<file path="src/include/emrc_pkg.sv">
// Shared constants and types of the emulator run-control block
package emrc_pkg;
   // ==================================================
   // Sizes
   localparam int SB_DEPTH  = 10;
   localparam int TADDR_W   = 16;
   localparam int QUAL_W    = 7;
   localparam int PROBE_W   = 8;
   // ==================================================
   // Register byte offsets
   localparam logic [7:0] OFS_CMD    = 8'h00;
   localparam logic [7:0] OFS_CFG    = 8'h04;
   localparam logic [7:0] OFS_SBADDR = 8'h08;
   localparam logic [7:0] OFS_HBADDR = 8'h0C;
   localparam logic [7:0] OFS_HBQUAL = 8'h10;
   localparam logic [7:0] OFS_STATUS = 8'h14;
   localparam logic [7:0] OFS_TRACE  = 8'h18;
   // ==================================================
   // Command register bit positions
   localparam int CB_RUN    = 0;
   localparam int CB_CONT   = 1;
   localparam int CB_SSTEP  = 2;
   localparam int CB_STOP   = 3;
   localparam int CB_ARM    = 4;
   localparam int CB_NORM   = 5;
   localparam int CB_SETSB  = 6;
   localparam int CB_CLR1   = 7;
   localparam int CB_CLRALL = 8;
   localparam int CB_MEMOK  = 9;
   localparam int CB_ERRCLR = 10;
   // Configuration fields
   localparam int CF_NXA_LSB = 0;
   localparam int CF_EXTQ    = 4;
   localparam int CF_VAR2    = 5;
   localparam logic [5:0] CFG_RST = 6'h00;
   localparam logic [3:0] NXA_MAX = 4'h8;
   // ==================================================
   // Halt causes and run states
   typedef enum logic [3:0] {
      HC_ABORT = 4'h0, HC_HW   = 4'h1, HC_KEY   = 4'h2,
      HC_MULTI = 4'h3, HC_PAR  = 4'h4, HC_POR   = 4'h5,
      HC_PNL   = 4'h6, HC_RUNNING = 4'h7, HC_SW = 4'h8,
      HC_SS    = 4'h9, HC_STOP = 4'hA, HC_TIME  = 4'hB,
      HC_FUL   = 4'hC
   } emrc_halt_t;
   typedef enum logic [3:0] {
      ST_HALTED = 4'b0001, ST_START = 4'b0010,
      ST_RUN    = 4'b0100, ST_SSTEP = 4'b1000
   } emrc_state_t;
   // ==================================================
   // Carriers
   typedef struct packed {
      logic               valid;
      logic               fetch;
      logic [TADDR_W-1:0] addr;
      logic [QUAL_W-1:0]  qual;
   } emrc_bus_t;
   typedef struct packed {
      logic key;
      logic multi;
      logic parity;
      logic panel;
      logic timeout;
      logic full;
      logic trace_done;
   } emrc_evt_t;
endpackage

</file>
<file path="src/verilog/emrc_sbtab.sv">
// Software breakpoint address table with registered lookup
`timescale 1ns/100ps
module emrc_sbtab import emrc_pkg::*; (
   input  wire logic               sys_clk,
   input  wire logic               rstn,
   input  wire logic               set_i,
   input  wire logic               clr_one_i,
   input  wire logic               clr_all_i,
   input  wire logic [TADDR_W-1:0] op_addr_i,
   input  wire logic               look_i,
   input  wire logic [TADDR_W-1:0] look_addr_i,
   output logic                    hit_o,
   output logic                    err_o,
   output logic [3:0]              count_o
);
   logic [TADDR_W-1:0] addr_r [SB_DEPTH];
   logic [SB_DEPTH-1:0] vld_r, vld_nxt, op_m, lk_m;
   logic [3:0]          free_idx;
   logic                has_free, err_nxt;
   logic [3:0]          cnt_nxt;

   // ==================================================
   // Match per entry
   genvar g;
   generate
      for (g = 0; g < SB_DEPTH; g++) begin : g_ent
         assign op_m[g] = vld_r[g] && addr_r[g] == op_addr_i;
         assign lk_m[g] = vld_r[g] && addr_r[g] == look_addr_i;
      end
   endgenerate

   always_comb begin
      vld_nxt  = vld_r;
      err_nxt  = 1'b0;
      has_free = 1'b0;
      free_idx = 4'h0;
      cnt_nxt  = 4'h0;
      for (int i = SB_DEPTH - 1; i >= 0; i--) begin
         if (!vld_r[i]) begin
            has_free = 1'b1;
            free_idx = 4'(i);
         end
      end
      if (clr_all_i) begin
         vld_nxt = '0;
      end else if (clr_one_i) begin
         vld_nxt = vld_r & ~op_m;
      end else if (set_i && op_m == '0) begin
         // A repeated address takes no second slot
         if (has_free) begin
            vld_nxt[free_idx] = 1'b1;
         end else begin
            err_nxt = 1'b1;
         end
      end
      for (int i = 0; i < SB_DEPTH; i++) begin
         cnt_nxt = cnt_nxt + {3'h0, vld_nxt[i]};
      end
   end

   always_ff @(posedge sys_clk or negedge rstn) begin
      if (!rstn) begin
         vld_r   <= '0;
         hit_o   <= 1'b0;
         err_o   <= 1'b0;
         count_o <= 4'h0;
      end else begin
         vld_r   <= vld_nxt;
         hit_o   <= look_i && lk_m != '0;
         err_o   <= err_nxt;
         count_o <= cnt_nxt;
      end
   end

   always_ff @(posedge sys_clk) begin
      if (set_i && !clr_all_i && !clr_one_i && op_m == '0 && has_free) begin
         addr_r[free_idx] <= op_addr_i;
      end
   end
endmodule // emrc_sbtab

</file>
<file path="src/verilog/emrc_core.sv">
// Emulator run control: halt, resume, alternate run and breakpoints
// Overview of operation
// With no extended-address bits assigned, all eight probes are data.
// Probe 0 is address LSB; first probe above is data LSB.
// External qualification adds an extended data byte match to breakpoints. The code applies it to the hardware breakpoint only.
// Table holds ten distinct addresses; adding an eleventh flags an error.
// Reaching a table address halts the target, unless alternate run.
// Run or continue-run resumes the target after a halt.
// Entries are removed one by address, or all at once.
// First variant in alternate run keeps running; monitor returns.
// Second variant continues on hardware events, halts on soft breakpoint.
// Alternate run timing equals normal except monitor memory access.
// Arming takes a one-bit memory permit option, default not permitted.
// Permitted memory access in alternate run briefly halts the target.
// Returning to normal run leaves a running target running.
// Halt cause is reported from a fixed code set.
// Hardware break report keeps the sample being processed.
// Stop during alternate run halts and records the stop cause.
// Command-entry flag may be high while target runs in alternate.
// Stop halts at once without waiting for breakpoints.
// After return to normal run, next breakpoint halts the target.
// Halt code holds until next run, continue or single step. A panel event while halted still reloads HC_PNL.
//
// The placing of the registers and the Wishbone slave port were left to the implementer.
`timescale 1ns/100ps
module emrc_core import emrc_pkg::*; (
   input  wire logic               sys_clk,
   input  wire logic               rstn,
   input  wire logic               wb_cyc_i,
   input  wire logic               wb_stb_i,
   input  wire logic               wb_we_i,
   input  wire logic [7:0]         wb_adr_i,
   input  wire logic [3:0]         wb_sel_i,
   input  wire logic [31:0]        wb_dat_i,
   output logic      [31:0]        wb_dat_o,
   output logic                    wb_ack_o,
   input  wire emrc_bus_t          tgt_bus,
   input  wire logic [PROBE_W-1:0] probe_in,
   input  wire emrc_evt_t          evt_in,
   input  wire logic               mon_mem_req,
   output logic                    mon_mem_grant,
   output logic                    tgt_run,
   output logic                    cmd_entry,
   output logic                    hwb_event
);
   // ==================================================
   // Bus slave
   logic        ack_nxt, wr_go;
   logic [31:0] rdat_nxt, wmask, wval;
   logic [5:0]  cfg_r, cfg_nxt;
   logic [15:0] sbaddr_r, sbaddr_nxt;
   logic [23:0] hbaddr_r, hbaddr_nxt;
   logic [15:0] hbqual_r, hbqual_nxt;
   logic [31:0] trace_r, trace_nxt;
   logic [10:0] cmd;

   always_comb begin
      for (int i = 0; i < 4; i++) begin
         wmask[8*i +: 8] = {8{wb_sel_i[i]}};
      end
      ack_nxt = wb_cyc_i && wb_stb_i && !wb_ack_o;
      wr_go   = ack_nxt && wb_we_i;
      wval    = wb_dat_i & wmask;
      cmd     = (wr_go && wb_adr_i == OFS_CMD) ? wval[10:0] : 11'h000;
   end

   // ==================================================
   // Run state
   emrc_state_t st_r, st_nxt;
   emrc_halt_t  code_r, code_nxt;
   logic        alt_r, alt_nxt, memok_r, memok_nxt;
   logic        ce_r, ce_nxt, run_nxt, gnt_nxt;
   logic        sberr_r, sberr_nxt, sb_hit, sb_err;
   logic [3:0]  sb_cnt, nxa;
   logic [7:0]  xa_mask, xdata, xaddr;
   logic        hb_hit, hb_pend, sb_pend, tr_pend, key_pend;
   logic        var2, fault, soft_ok, hb_nxt;

   always_comb begin
      nxa   = (cfg_r[CF_NXA_LSB +: 4] > NXA_MAX) ?
              NXA_MAX : cfg_r[CF_NXA_LSB +: 4];
      // Probes above address bits form data byte
      xa_mask = ~(8'hFF << nxa);
      xaddr   = probe_in & xa_mask;
      xdata   = probe_in >> nxa;
      hb_hit  = tgt_bus.valid
                && tgt_bus.addr == hbaddr_r[15:0]
                && xaddr == (hbaddr_r[23:16] & xa_mask)
                && tgt_bus.qual == hbqual_r[6:0]
                && (!cfg_r[CF_EXTQ] || xdata == hbqual_r[15:8]);
   end

   // Table writes are refused while armed for alternate run
   assign soft_ok = !alt_r;

   emrc_sbtab u_sbtab (
      .sys_clk     (sys_clk),
      .rstn        (rstn),
      .set_i       (cmd[CB_SETSB] && soft_ok),
      .clr_one_i   (cmd[CB_CLR1] && soft_ok),
      .clr_all_i   (cmd[CB_CLRALL] && soft_ok),
      .op_addr_i   (sbaddr_r),
      .look_i      (tgt_bus.valid && tgt_bus.fetch),
      .look_addr_i (tgt_bus.addr),
      .hit_o       (sb_hit),
      .err_o       (sb_err),
      .count_o     (sb_cnt)
   );

   always_comb begin
      var2     = cfg_r[CF_VAR2];
      fault    = evt_in.panel || evt_in.parity || evt_in.multi
                 || evt_in.timeout || evt_in.full;
      sb_pend  = sb_hit && (!alt_r || var2);
      hb_pend  = hb_hit && !alt_r;
      tr_pend  = evt_in.trace_done && !alt_r;
      key_pend = evt_in.key && !alt_r;
      st_nxt   = st_r;
      code_nxt = code_r;
      alt_nxt  = alt_r;
      memok_nxt = memok_r;
      ce_nxt   = ce_r;
      hb_nxt   = 1'b0;
      trace_nxt = trace_r;
      sberr_nxt = (sberr_r && !cmd[CB_ERRCLR]) || sb_err;
      if (cmd[CB_ARM]) begin
         alt_nxt   = 1'b1;
         memok_nxt = cmd[CB_MEMOK];
      end else if (cmd[CB_NORM]) begin
         alt_nxt = 1'b0;
      end
      case (st_r)
         ST_HALTED: begin
            ce_nxt = 1'b1;
            if (cmd[CB_RUN] || cmd[CB_CONT]) begin
               st_nxt   = ST_START;
               code_nxt = HC_RUNNING;
               ce_nxt   = 1'b0;
            end else if (cmd[CB_SSTEP]) begin
               st_nxt   = ST_SSTEP;
               code_nxt = HC_RUNNING;
               ce_nxt   = 1'b0;
            end
         end
         ST_START: begin
            if (evt_in.key) begin
               st_nxt   = ST_HALTED;
               code_nxt = HC_ABORT;
            end else begin
               st_nxt = ST_RUN;
            end
         end
         ST_RUN: begin
            st_nxt = ST_HALTED;
            if (cmd[CB_STOP]) begin
               code_nxt = HC_STOP;
            end else if (evt_in.panel) begin
               code_nxt = HC_PNL;
            end else if (evt_in.parity) begin
               code_nxt = HC_PAR;
            end else if (evt_in.multi) begin
               code_nxt = HC_MULTI;
            end else if (evt_in.timeout) begin
               code_nxt = HC_TIME;
            end else if (evt_in.full) begin
               code_nxt = HC_FUL;
            end else if (sb_pend) begin
               code_nxt = HC_SW;
            end else if (hb_pend) begin
               code_nxt  = HC_HW;
               hb_nxt    = 1'b1;
               trace_nxt = {probe_in, 1'b0, tgt_bus.qual,
                            tgt_bus.addr};
            end else if (tr_pend) begin
               code_nxt = HC_HW;
            end else if (key_pend) begin
               code_nxt = HC_KEY;
            end else begin
               st_nxt = ST_RUN;
               // Armed: events only return to the monitor
               if (sb_hit || hb_hit || evt_in.trace_done
                   || evt_in.key) begin
                  ce_nxt = 1'b1;
               end else if (cmd[CB_RUN] || cmd[CB_CONT]) begin
                  ce_nxt = 1'b0;
               end
               if (hb_hit) begin
                  hb_nxt    = 1'b1;
                  trace_nxt = {probe_in, 1'b0, tgt_bus.qual,
                               tgt_bus.addr};
               end
            end
            if (st_nxt == ST_HALTED) begin
               ce_nxt = 1'b1;
            end
         end
         ST_SSTEP: begin
            if (cmd[CB_STOP]) begin
               st_nxt   = ST_HALTED;
               code_nxt = HC_STOP;
            end else if (tgt_bus.valid && tgt_bus.fetch) begin
               st_nxt   = ST_HALTED;
               code_nxt = HC_SS;
               ce_nxt   = 1'b1;
            end
         end
         default: begin
            st_nxt   = ST_HALTED;
            code_nxt = HC_POR;
         end
      endcase
      // Panel reset overrides the run state
      if (evt_in.panel) begin
         st_nxt   = ST_HALTED;
         code_nxt = HC_PNL;
         ce_nxt   = 1'b1;
      end
      // Monitor memory access: free when halted, granted when armed with the memory permit bit set
      gnt_nxt = mon_mem_req && (st_nxt == ST_HALTED
                || (alt_nxt && memok_nxt));
      run_nxt = (st_nxt == ST_RUN || st_nxt == ST_SSTEP)
                && !gnt_nxt;
   end

   // ==================================================
   // Register writes and reads
   always_comb begin
      cfg_nxt    = cfg_r;
      sbaddr_nxt = sbaddr_r;
      hbaddr_nxt = hbaddr_r;
      hbqual_nxt = hbqual_r;
      rdat_nxt   = 32'h0000_0000;
      if (wr_go) begin
         case (wb_adr_i)
            OFS_CFG:    cfg_nxt = (cfg_r & ~wmask[5:0]) | wval[5:0];
            OFS_SBADDR: sbaddr_nxt = (sbaddr_r & ~wmask[15:0])
                                     | wval[15:0];
            OFS_HBADDR: hbaddr_nxt = (hbaddr_r & ~wmask[23:0])
                                     | wval[23:0];
            OFS_HBQUAL: hbqual_nxt = (hbqual_r & ~wmask[15:0])
                                     | wval[15:0];
            default:    cfg_nxt = cfg_r;
         endcase
      end
      case (wb_adr_i)
         OFS_CFG:    rdat_nxt = {26'h000_0000, cfg_r};
         OFS_SBADDR: rdat_nxt = {16'h0000, sbaddr_r};
         OFS_HBADDR: rdat_nxt = {8'h00, hbaddr_r};
         OFS_HBQUAL: rdat_nxt = {16'h0000, hbqual_r};
         OFS_STATUS: rdat_nxt = {19'h0_0000, sberr_r, sb_cnt,
                                 ce_r, memok_r, alt_r, tgt_run,
                                 code_r};
         OFS_TRACE:  rdat_nxt = trace_r;
         default:    rdat_nxt = 32'h0000_0000;
      endcase
      if (!ack_nxt || wb_we_i) begin
         rdat_nxt = 32'h0000_0000;
      end
   end

   always_ff @(posedge sys_clk or negedge rstn) begin
      if (!rstn) begin
         wb_ack_o      <= 1'b0;
         wb_dat_o      <= 32'h0000_0000;
         cfg_r         <= CFG_RST;
         sbaddr_r      <= 16'h0000;
         hbaddr_r      <= 24'h00_0000;
         hbqual_r      <= 16'h0000;
         trace_r       <= 32'h0000_0000;
         st_r          <= ST_HALTED;
         code_r        <= HC_POR;
         alt_r         <= 1'b0;
         memok_r       <= 1'b0;
         ce_r          <= 1'b1;
         sberr_r       <= 1'b0;
         tgt_run       <= 1'b0;
         mon_mem_grant <= 1'b0;
         cmd_entry     <= 1'b1;
         hwb_event     <= 1'b0;
      end else begin
         wb_ack_o      <= ack_nxt;
         wb_dat_o      <= rdat_nxt;
         cfg_r         <= cfg_nxt;
         sbaddr_r      <= sbaddr_nxt;
         hbaddr_r      <= hbaddr_nxt;
         hbqual_r      <= hbqual_nxt;
         trace_r       <= trace_nxt;
         st_r          <= st_nxt;
         code_r        <= code_nxt;
         alt_r         <= alt_nxt;
         memok_r       <= memok_nxt;
         ce_r          <= ce_nxt;
         sberr_r       <= sberr_nxt;
         tgt_run       <= run_nxt;
         mon_mem_grant <= gnt_nxt;
         cmd_entry     <= ce_nxt;
         hwb_event     <= hb_nxt;
      end
   end
endmodule // emrc_core

</file>
<file path="config.mk">
export PLATFORM = sky130hd
export DESIGN_NAME = emrc_core
export DESIGN_NICKNAME = d
export VERILOG_FILES = /design/src/include/emrc_pkg.sv /design/src/verilog/emrc_sbtab.sv /design/src/verilog/emrc_core.sv
export SDC_FILE = /design/constraint.sdc
export NUM_CORES = 1
export LEC_CHECK = 0
export ABC_AREA = 1
export BUFFER_PORTS_ARGS = -buffer_cell sky130_fd_sc_hd__buf_4
export CAP_MARGIN = 20
export CORE_MARGIN = 8
export CORE_UTILIZATION = 40
export CTS_CLUSTER_DIAMETER = 120
export DETAILED_ROUTE_END_ITERATION = 10
export PLACE_DENSITY = 0.62
export SLEW_MARGIN = 20
export SYNTH_ARGS = -nofsm -noshare
export SYNTH_HDL_FRONTEND = slang
export SYNTH_SLANG_ARGS = --single-unit
</file>
<file path="constraint.sdc">
create_clock -name sys_clk -period 11.7 [get_ports sys_clk]
set_input_delay 1.17 -clock sys_clk [delete_from_list [all_inputs] [get_ports sys_clk]]
set_output_delay 1.17 -clock sys_clk [all_outputs]
set_load 0.05 [all_outputs]
</file>
==> results of run 1 <==
[power by group]
part	total, mW	switching [mW]	internal (mW)
Sequential	1.17	0.00361	1.17
Combinational	0.149	0.102	0.0468
Clock	1.21	0.474	0.733
Total	2.53	0.580	1.95
[per-layer routing]
layer / global-route usage / part of all wire
met5: 0 / 0
met1: 0.309 / 0.41
met3: 0.0441 / 0.089
met2: 0.382 / 0.45
met4: 0.111 / 0.049
[worst paths after layout]
check / cells after the start / slack (ps) / endpoint / from
setup reg to reg: 20 / 5510 / u_sbtab.count_o[2] / flop
setup / recovery: 20 / 5510 / u_sbtab.count_o[2] / flop
max in group asynchronous: 2 / 9670 / asynchronous set/reset pin / rstn
min in group asynchronous: 1 / 750 / wb_dat_o[19] / rstn
hold reg to reg: 1 / 450 / sberr_r / u_sbtab.err_o
hold / removal: 1 / 450 / sberr_r / u_sbtab.err_o
[worst register-to-register path, stage by stage (launching register included)]
cell	delay (ps)
dfrtp_1	320
buf_4	340
clkinv_1	610
nand2_1	190
nand4_1	150
nor4_2	740
nand2_1	190
and3_1	240
nand3_1	140
nor3_1	80
nor2_1	100
a211oi_1	70
ha_1	330
inv_1	50
fa_1	520
fa_1	450
fa_1	500
inv_1	50
fa_1	410
fa_1	450
xor2_1	150
[final cells by class]
class,count,area [µm²],area share
timing repair buffer,153,1150,0.0575
inverter,222,833,0.0416
multi-input combinational,1311,7360,0.367
clock buffer,52,1070,0.0536
sequential,317,8740,0.436
tap,546,683,0.0341
clock inverter,16,198,0.00987
[layout by cell type, fill, tap and decap left out, types with 7 or more instances in the layout]
| cell type | n |
|---|---|
| xnor2_1 | 40 |
| xor2_1 | 126 |
| o21ai_1 | 20 |
| mux2_2 | 8 |
| clkbuf_16 | 39 |
| a221oi_1 | 31 |
| buf_4 | 152 |
| a211oi_1 | 10 |
| nor2_2 | 9 |
| or2_2 | 23 |
| nor4_1 | 34 |
| nand3_1 | 68 |
| nand2_2 | 7 |
| clkbuf_1 | 8 |
| o2111ai_1 | 8 |
| nand2_1 | 401 |
| nor2_1 | 148 |
| a31oi_1 | 10 |
| a21oi_1 | 48 |
| nand4_1 | 50 |
| dfrtp_1 | 153 |
| nor3_1 | 30 |
| o22ai_1 | 50 |
| inv_1 | 214 |
| o21ai_0 | 125 |
| edfxtp_1 | 160 |
[cells by family (layout without fill, tap and decap cells)]
group / after synthesis / after routing / share of synthesized area
compound gates: 327 / 327 / 0.115
xor+xnor: 166 / 166 / 0.0846
fa+ha+maj: 11 / 11 / 0.0106
buf+inv: 289 / 443 / 0.0673
flops: 317 / 317 / 0.508
mux: 8 / 8 / 0.00524
simple gates: 799 / 799 / 0.209
==> reports/metrics.yaml, run 1 <==
skew_ps: 23.6
cts_max_level: 2
fillers: 4076
cp.required_ps: 12130
cts_max_path_buffers: 3
cts_root_buffer: "clkbuf_16"
rows: 76
synthTopCellsByCount: "nand2_1, inv_1, edfxtp_1"
syn_nets: 2018
core_mm2: 0.0428
overflow: 0
fin_cells: 2617
netlist.area_leader.share: 0.280
nNetsFinal: 2143
setup_tns_ps: 0
max_clock_freq_mhz: 162
hpwl_um: 41500
ys_seq_elements: 317
antenna_left: 0
fin_area_mm2: 0.0200
power_density_mw_per_mm2: 126
arrival_ps: 6620
drive_above_1_share: 0.141
synth_area_per_cell_um2: 8.97
netlist_instances: 1917
rsz0062_at_grt: "false"
synth_warnings: 0
first_iter_violations: 1782
fin_hold_ws_ps: 448
start_kind: "flop"
route.detailed.drc: 0
die_w_um: 223
hp-class: "flop to flop"
antenna_found_initial: 0
max_stage_delay_ps: 740
wl_per_cell_um: 23.1
yosys_most_used_dff: "edfxtp_1"
hold_viol_final: 0
cp_top_family: "adder cells"
clock_sinks: 317
max_cap_viol_count: 0
worstPathCellList: "buf_4 -> clkinv_1 -> nand2_1 -> nand4_1 -> nor4_2 -> nand2_1 -> and3_1 -> nand3_1 -> nor3_1 -> nor2_1 -> a211oi_1 -> ha_1 -> inv_1 -> fa_1 -> fa_1 -> fa_1 -> inv_1 -> fa_1 -> fa_1 -> xor2_1"
dp_slack_ps: 5260
initial_core_util: 0.402
pin_count: 127
worst_slew_pin_slew_ps: 1020
gp_congestion: 0.923
slew_viol_final: 0
synthArstFlopShare: 0.495
synth_edf_count: 160
grt_pass1_vias: 14400
wl_um: 60500
setup_viol_count_final: 0
netlist_area_mm2: 0.0172
crit_path_end_kind: "flop"
ys_types: 56
fin_crit_ps: 6190
cts_resized: 0
cpMostUsedCell: "fa_1"
placed_cell_area_mm2: 0.0188
maxSlewHeadroom: 0.319
fp.dieH_um: 223
grt_first_pass_wirelength_um: 90100
vias: 14900
n_antenna_cell: 0
post_cts_buffers: 0
cts_tree: "yes"
die_area_mm2: 0.0499
grt_use_total: 0.238
grt_start_max_net_pins: 106
port_buffers: 117
crit_buf_inv: 4
fin_util: 0.468
dp.cells: 2549
ys_seq_area_frac: 0.508
cp_max_fo: 24
slowest_stage: "nor4_2"
post-route-period-util: 0.529
power.total_mw: 2.53
postCtsHoldBufs: 0
cts_made_buffers: 37
p_leak_nw: 9.06
crit_type: "flop to flop"
syn_to_final_growth_pct: 16.6
clk_pin_slew_worst_paths_ps: 60
yosysTopAreaCell: "edfxtp_1"
vias_per_cell: 5.71
ir_worst_vdd_mv: 0.110
dr.pass1.iters: 5
yosysMostFrequentCell: "nand2_1"
outcome: "completed"
synth_area_leaders: "edfxtp_1, dfrtp_1, nand2_1, xor2_1, inv_1"
worst_slack_ps: 5510
insertion_delay_ps: 550
Note: power is estimated with default switching activity, not from simulation.
==> inputs of run 2 (changes only) <==
Clock period 11.7 ns to 6.3 ns, I/O delays scaled along.
==> run 2 against run 1 <==
  * Core utilization grew 0.070 points
  * Fmax grew 12%
  * Sequential cell count is the same
  * Clock skew grew 0.58 ps
  * Cell count grew 0.65%
  * Clock-buffer cell count grew 5
  * Sequential share of layout area shrank 0.065 points
  * Combinational power grew 89%
  * Total power grew 78%
  * Cell area grew 0.15%
  * Die area is the same
==> reports/metrics.yaml, run 2 (same netlist as run 1, synthesis figures left out) <==
outcome: "completed"
cts_made_buffers: 37
grt_start_max_net_pins: 90
start_kind: "flop"
hold_viol_final: 0
syn_to_final_growth_pct: 16.8
overflow: 0
slowest_stage: "dfrtp_1"
skew_ps: 24.2
vias_per_cell: 5.68
cts_max_path_buffers: 3
fin_hold_ws_ps: 133
cts_tree: "yes"
maxSlewHeadroom: 0.332
cts_max_level: 2
post_cts_buffers: 0
cts_root_buffer: "clkbuf_16"
dr.pass1.iters: 6
p_leak_nw: 9.09
antenna_left: 0
worst_slack_ps: 794
clock_sinks: 317
grt_first_pass_wirelength_um: 92500
ir_worst_vdd_mv: 0.209
clk_pin_slew_worst_paths_ps: 60
max_cap_viol_count: 0
p_switching_mw: 1.08
rsz0062_at_grt: "false"
dp.cells: 2567
rr_worst_depth: 19
port_buffers: 117
vias: 15000
fin_area_mm2: 0.0201
core_mm2: 0.0428
gp_congestion: 0.949
postCtsHoldBufs: 0
drive_above_1_share: 0.144
crit_type: "flop to flop"
pin_count: 127
n_antenna_cell: 0
power_frac_comb: 0.063
cp.required_ps: 6730
post-route-period-util: 0.874
max_stage_delay_ps: 800
nNetsFinal: 2161
initial_core_util: 0.402
layout_common_cells: "nand2_1, inv_1, buf_4, edfxtp_1, dfrtp_1"
cp_top_family: "adder cells"
power.total_mw: 4.51
route.detailed.drc: 0
switching_share: 0.241
worst_slew_pin_slew_ps: 995
cpMostUsedCell: "fa_1"
p_int_mw: 3.42
setup_viol_count_final: 0
grt_pass1_vias: 14700
clkPwrFrac: 0.454
fin_cells: 2634
rows: 76
die_w_um: 223
insertion_delay_ps: 560
wl_per_cell_um: 23.5
hp-class: "primary input to asynchronous set/reset pin"
cp.depth: 19
final_common_cell: "nand2_1"
fin_crit_ps: 5510
wl_um: 61900
cts_resized: 0
placed_cell_area_mm2: 0.0189
fin_util: 0.469
antenna_found_initial: 0
slew_viol_final: 0
crit_path_end_kind: "flop"
dp_slack_ps: 511
worstPathCellList: "buf_12 -> xor2_1 -> nor4_1 -> nand4_1 -> or2_2 -> and3_1 -> nand3_1 -> nor3_1 -> nor2_1 -> a211oi_1 -> ha_1 -> inv_1 -> fa_1 -> fa_1 -> fa_1 -> inv_1 -> fa_1 -> fa_1 -> xor2_1"
die_area_mm2: 0.0499
setup_tns_ps: 0
first_iter_violations: 1674
crit_buf_inv: 3
hpwl_um: 43800
seqPwrFrac: 0.484
fp.dieH_um: 223
power_density_mw_per_mm2: 225
arrival_ps: 5940
max_clock_freq_mhz: 182
cp_max_fo: 10
grt_use_total: 0.245
[run 2: cell types whose count changed in the layout (fill, tap and decap cells not counted), moves of 4 or more]
cell / delta
bufinv_16: -4
buf_12: +4
clkbuf_1: +8
buf_4: +14
[run 2: final cells by class]
class,instances,area [µm²]
Inverter,222,833
Fill cell,4041,22700
Clock buffer,57,1050
Timing Repair Buffer,171,1340
Multi-Input combinational cell,1311,7340
Clock inverter,10,81.3
Sequential cell,317,8740
Tap cell,546,683
[run 2: worst reg2reg max path, stage by stage, from the launching register on]
cell	delay, ps
dfrtp_1	800
buf_12	250
xor2_1	80
nor4_1	270
nand4_1	270
or2_2	400
and3_1	160
nand3_1	110
nor3_1	70
nor2_1	90
a211oi_1	60
ha_1	330
inv_1	40
fa_1	490
fa_1	430
fa_1	490
inv_1	50
fa_1	410
fa_1	450
xor2_1	150
[run 2: final timing paths]
path	slack [ps]	end
setup / recovery	790	u_sbtab.count_o[2]
hold / removal	130	wb_dat_o[20]
setup reg to reg	790	u_sbtab.count_o[2]
hold reg to reg	440	sberr_r
max in group asynchronous	4750	memok_r
min in group sys_clk	300	mon_mem_grant
[run 2: layer usage]
metal  vias to the layer above  global-route usage  wire length, µm
li1                       6806                   -                -
met1                      7192               0.312            25200
met2                       787               0.395            28100
met3                       181              0.0436             5080
met4                         0               0.128             3500
met5                         -                   0                0
[run 2: power groups by stage]
stage	clock network [mW]	logic, mW	registers, mW
after floorplan	0	0.125	2.22
after global placement	0	0.276	2.22
after detailed placement	0	0.278	2.22
after CTS	2.08	0.280	2.18
after global routing	2.15	0.303	2.18
final	2.04	0.282	2.18
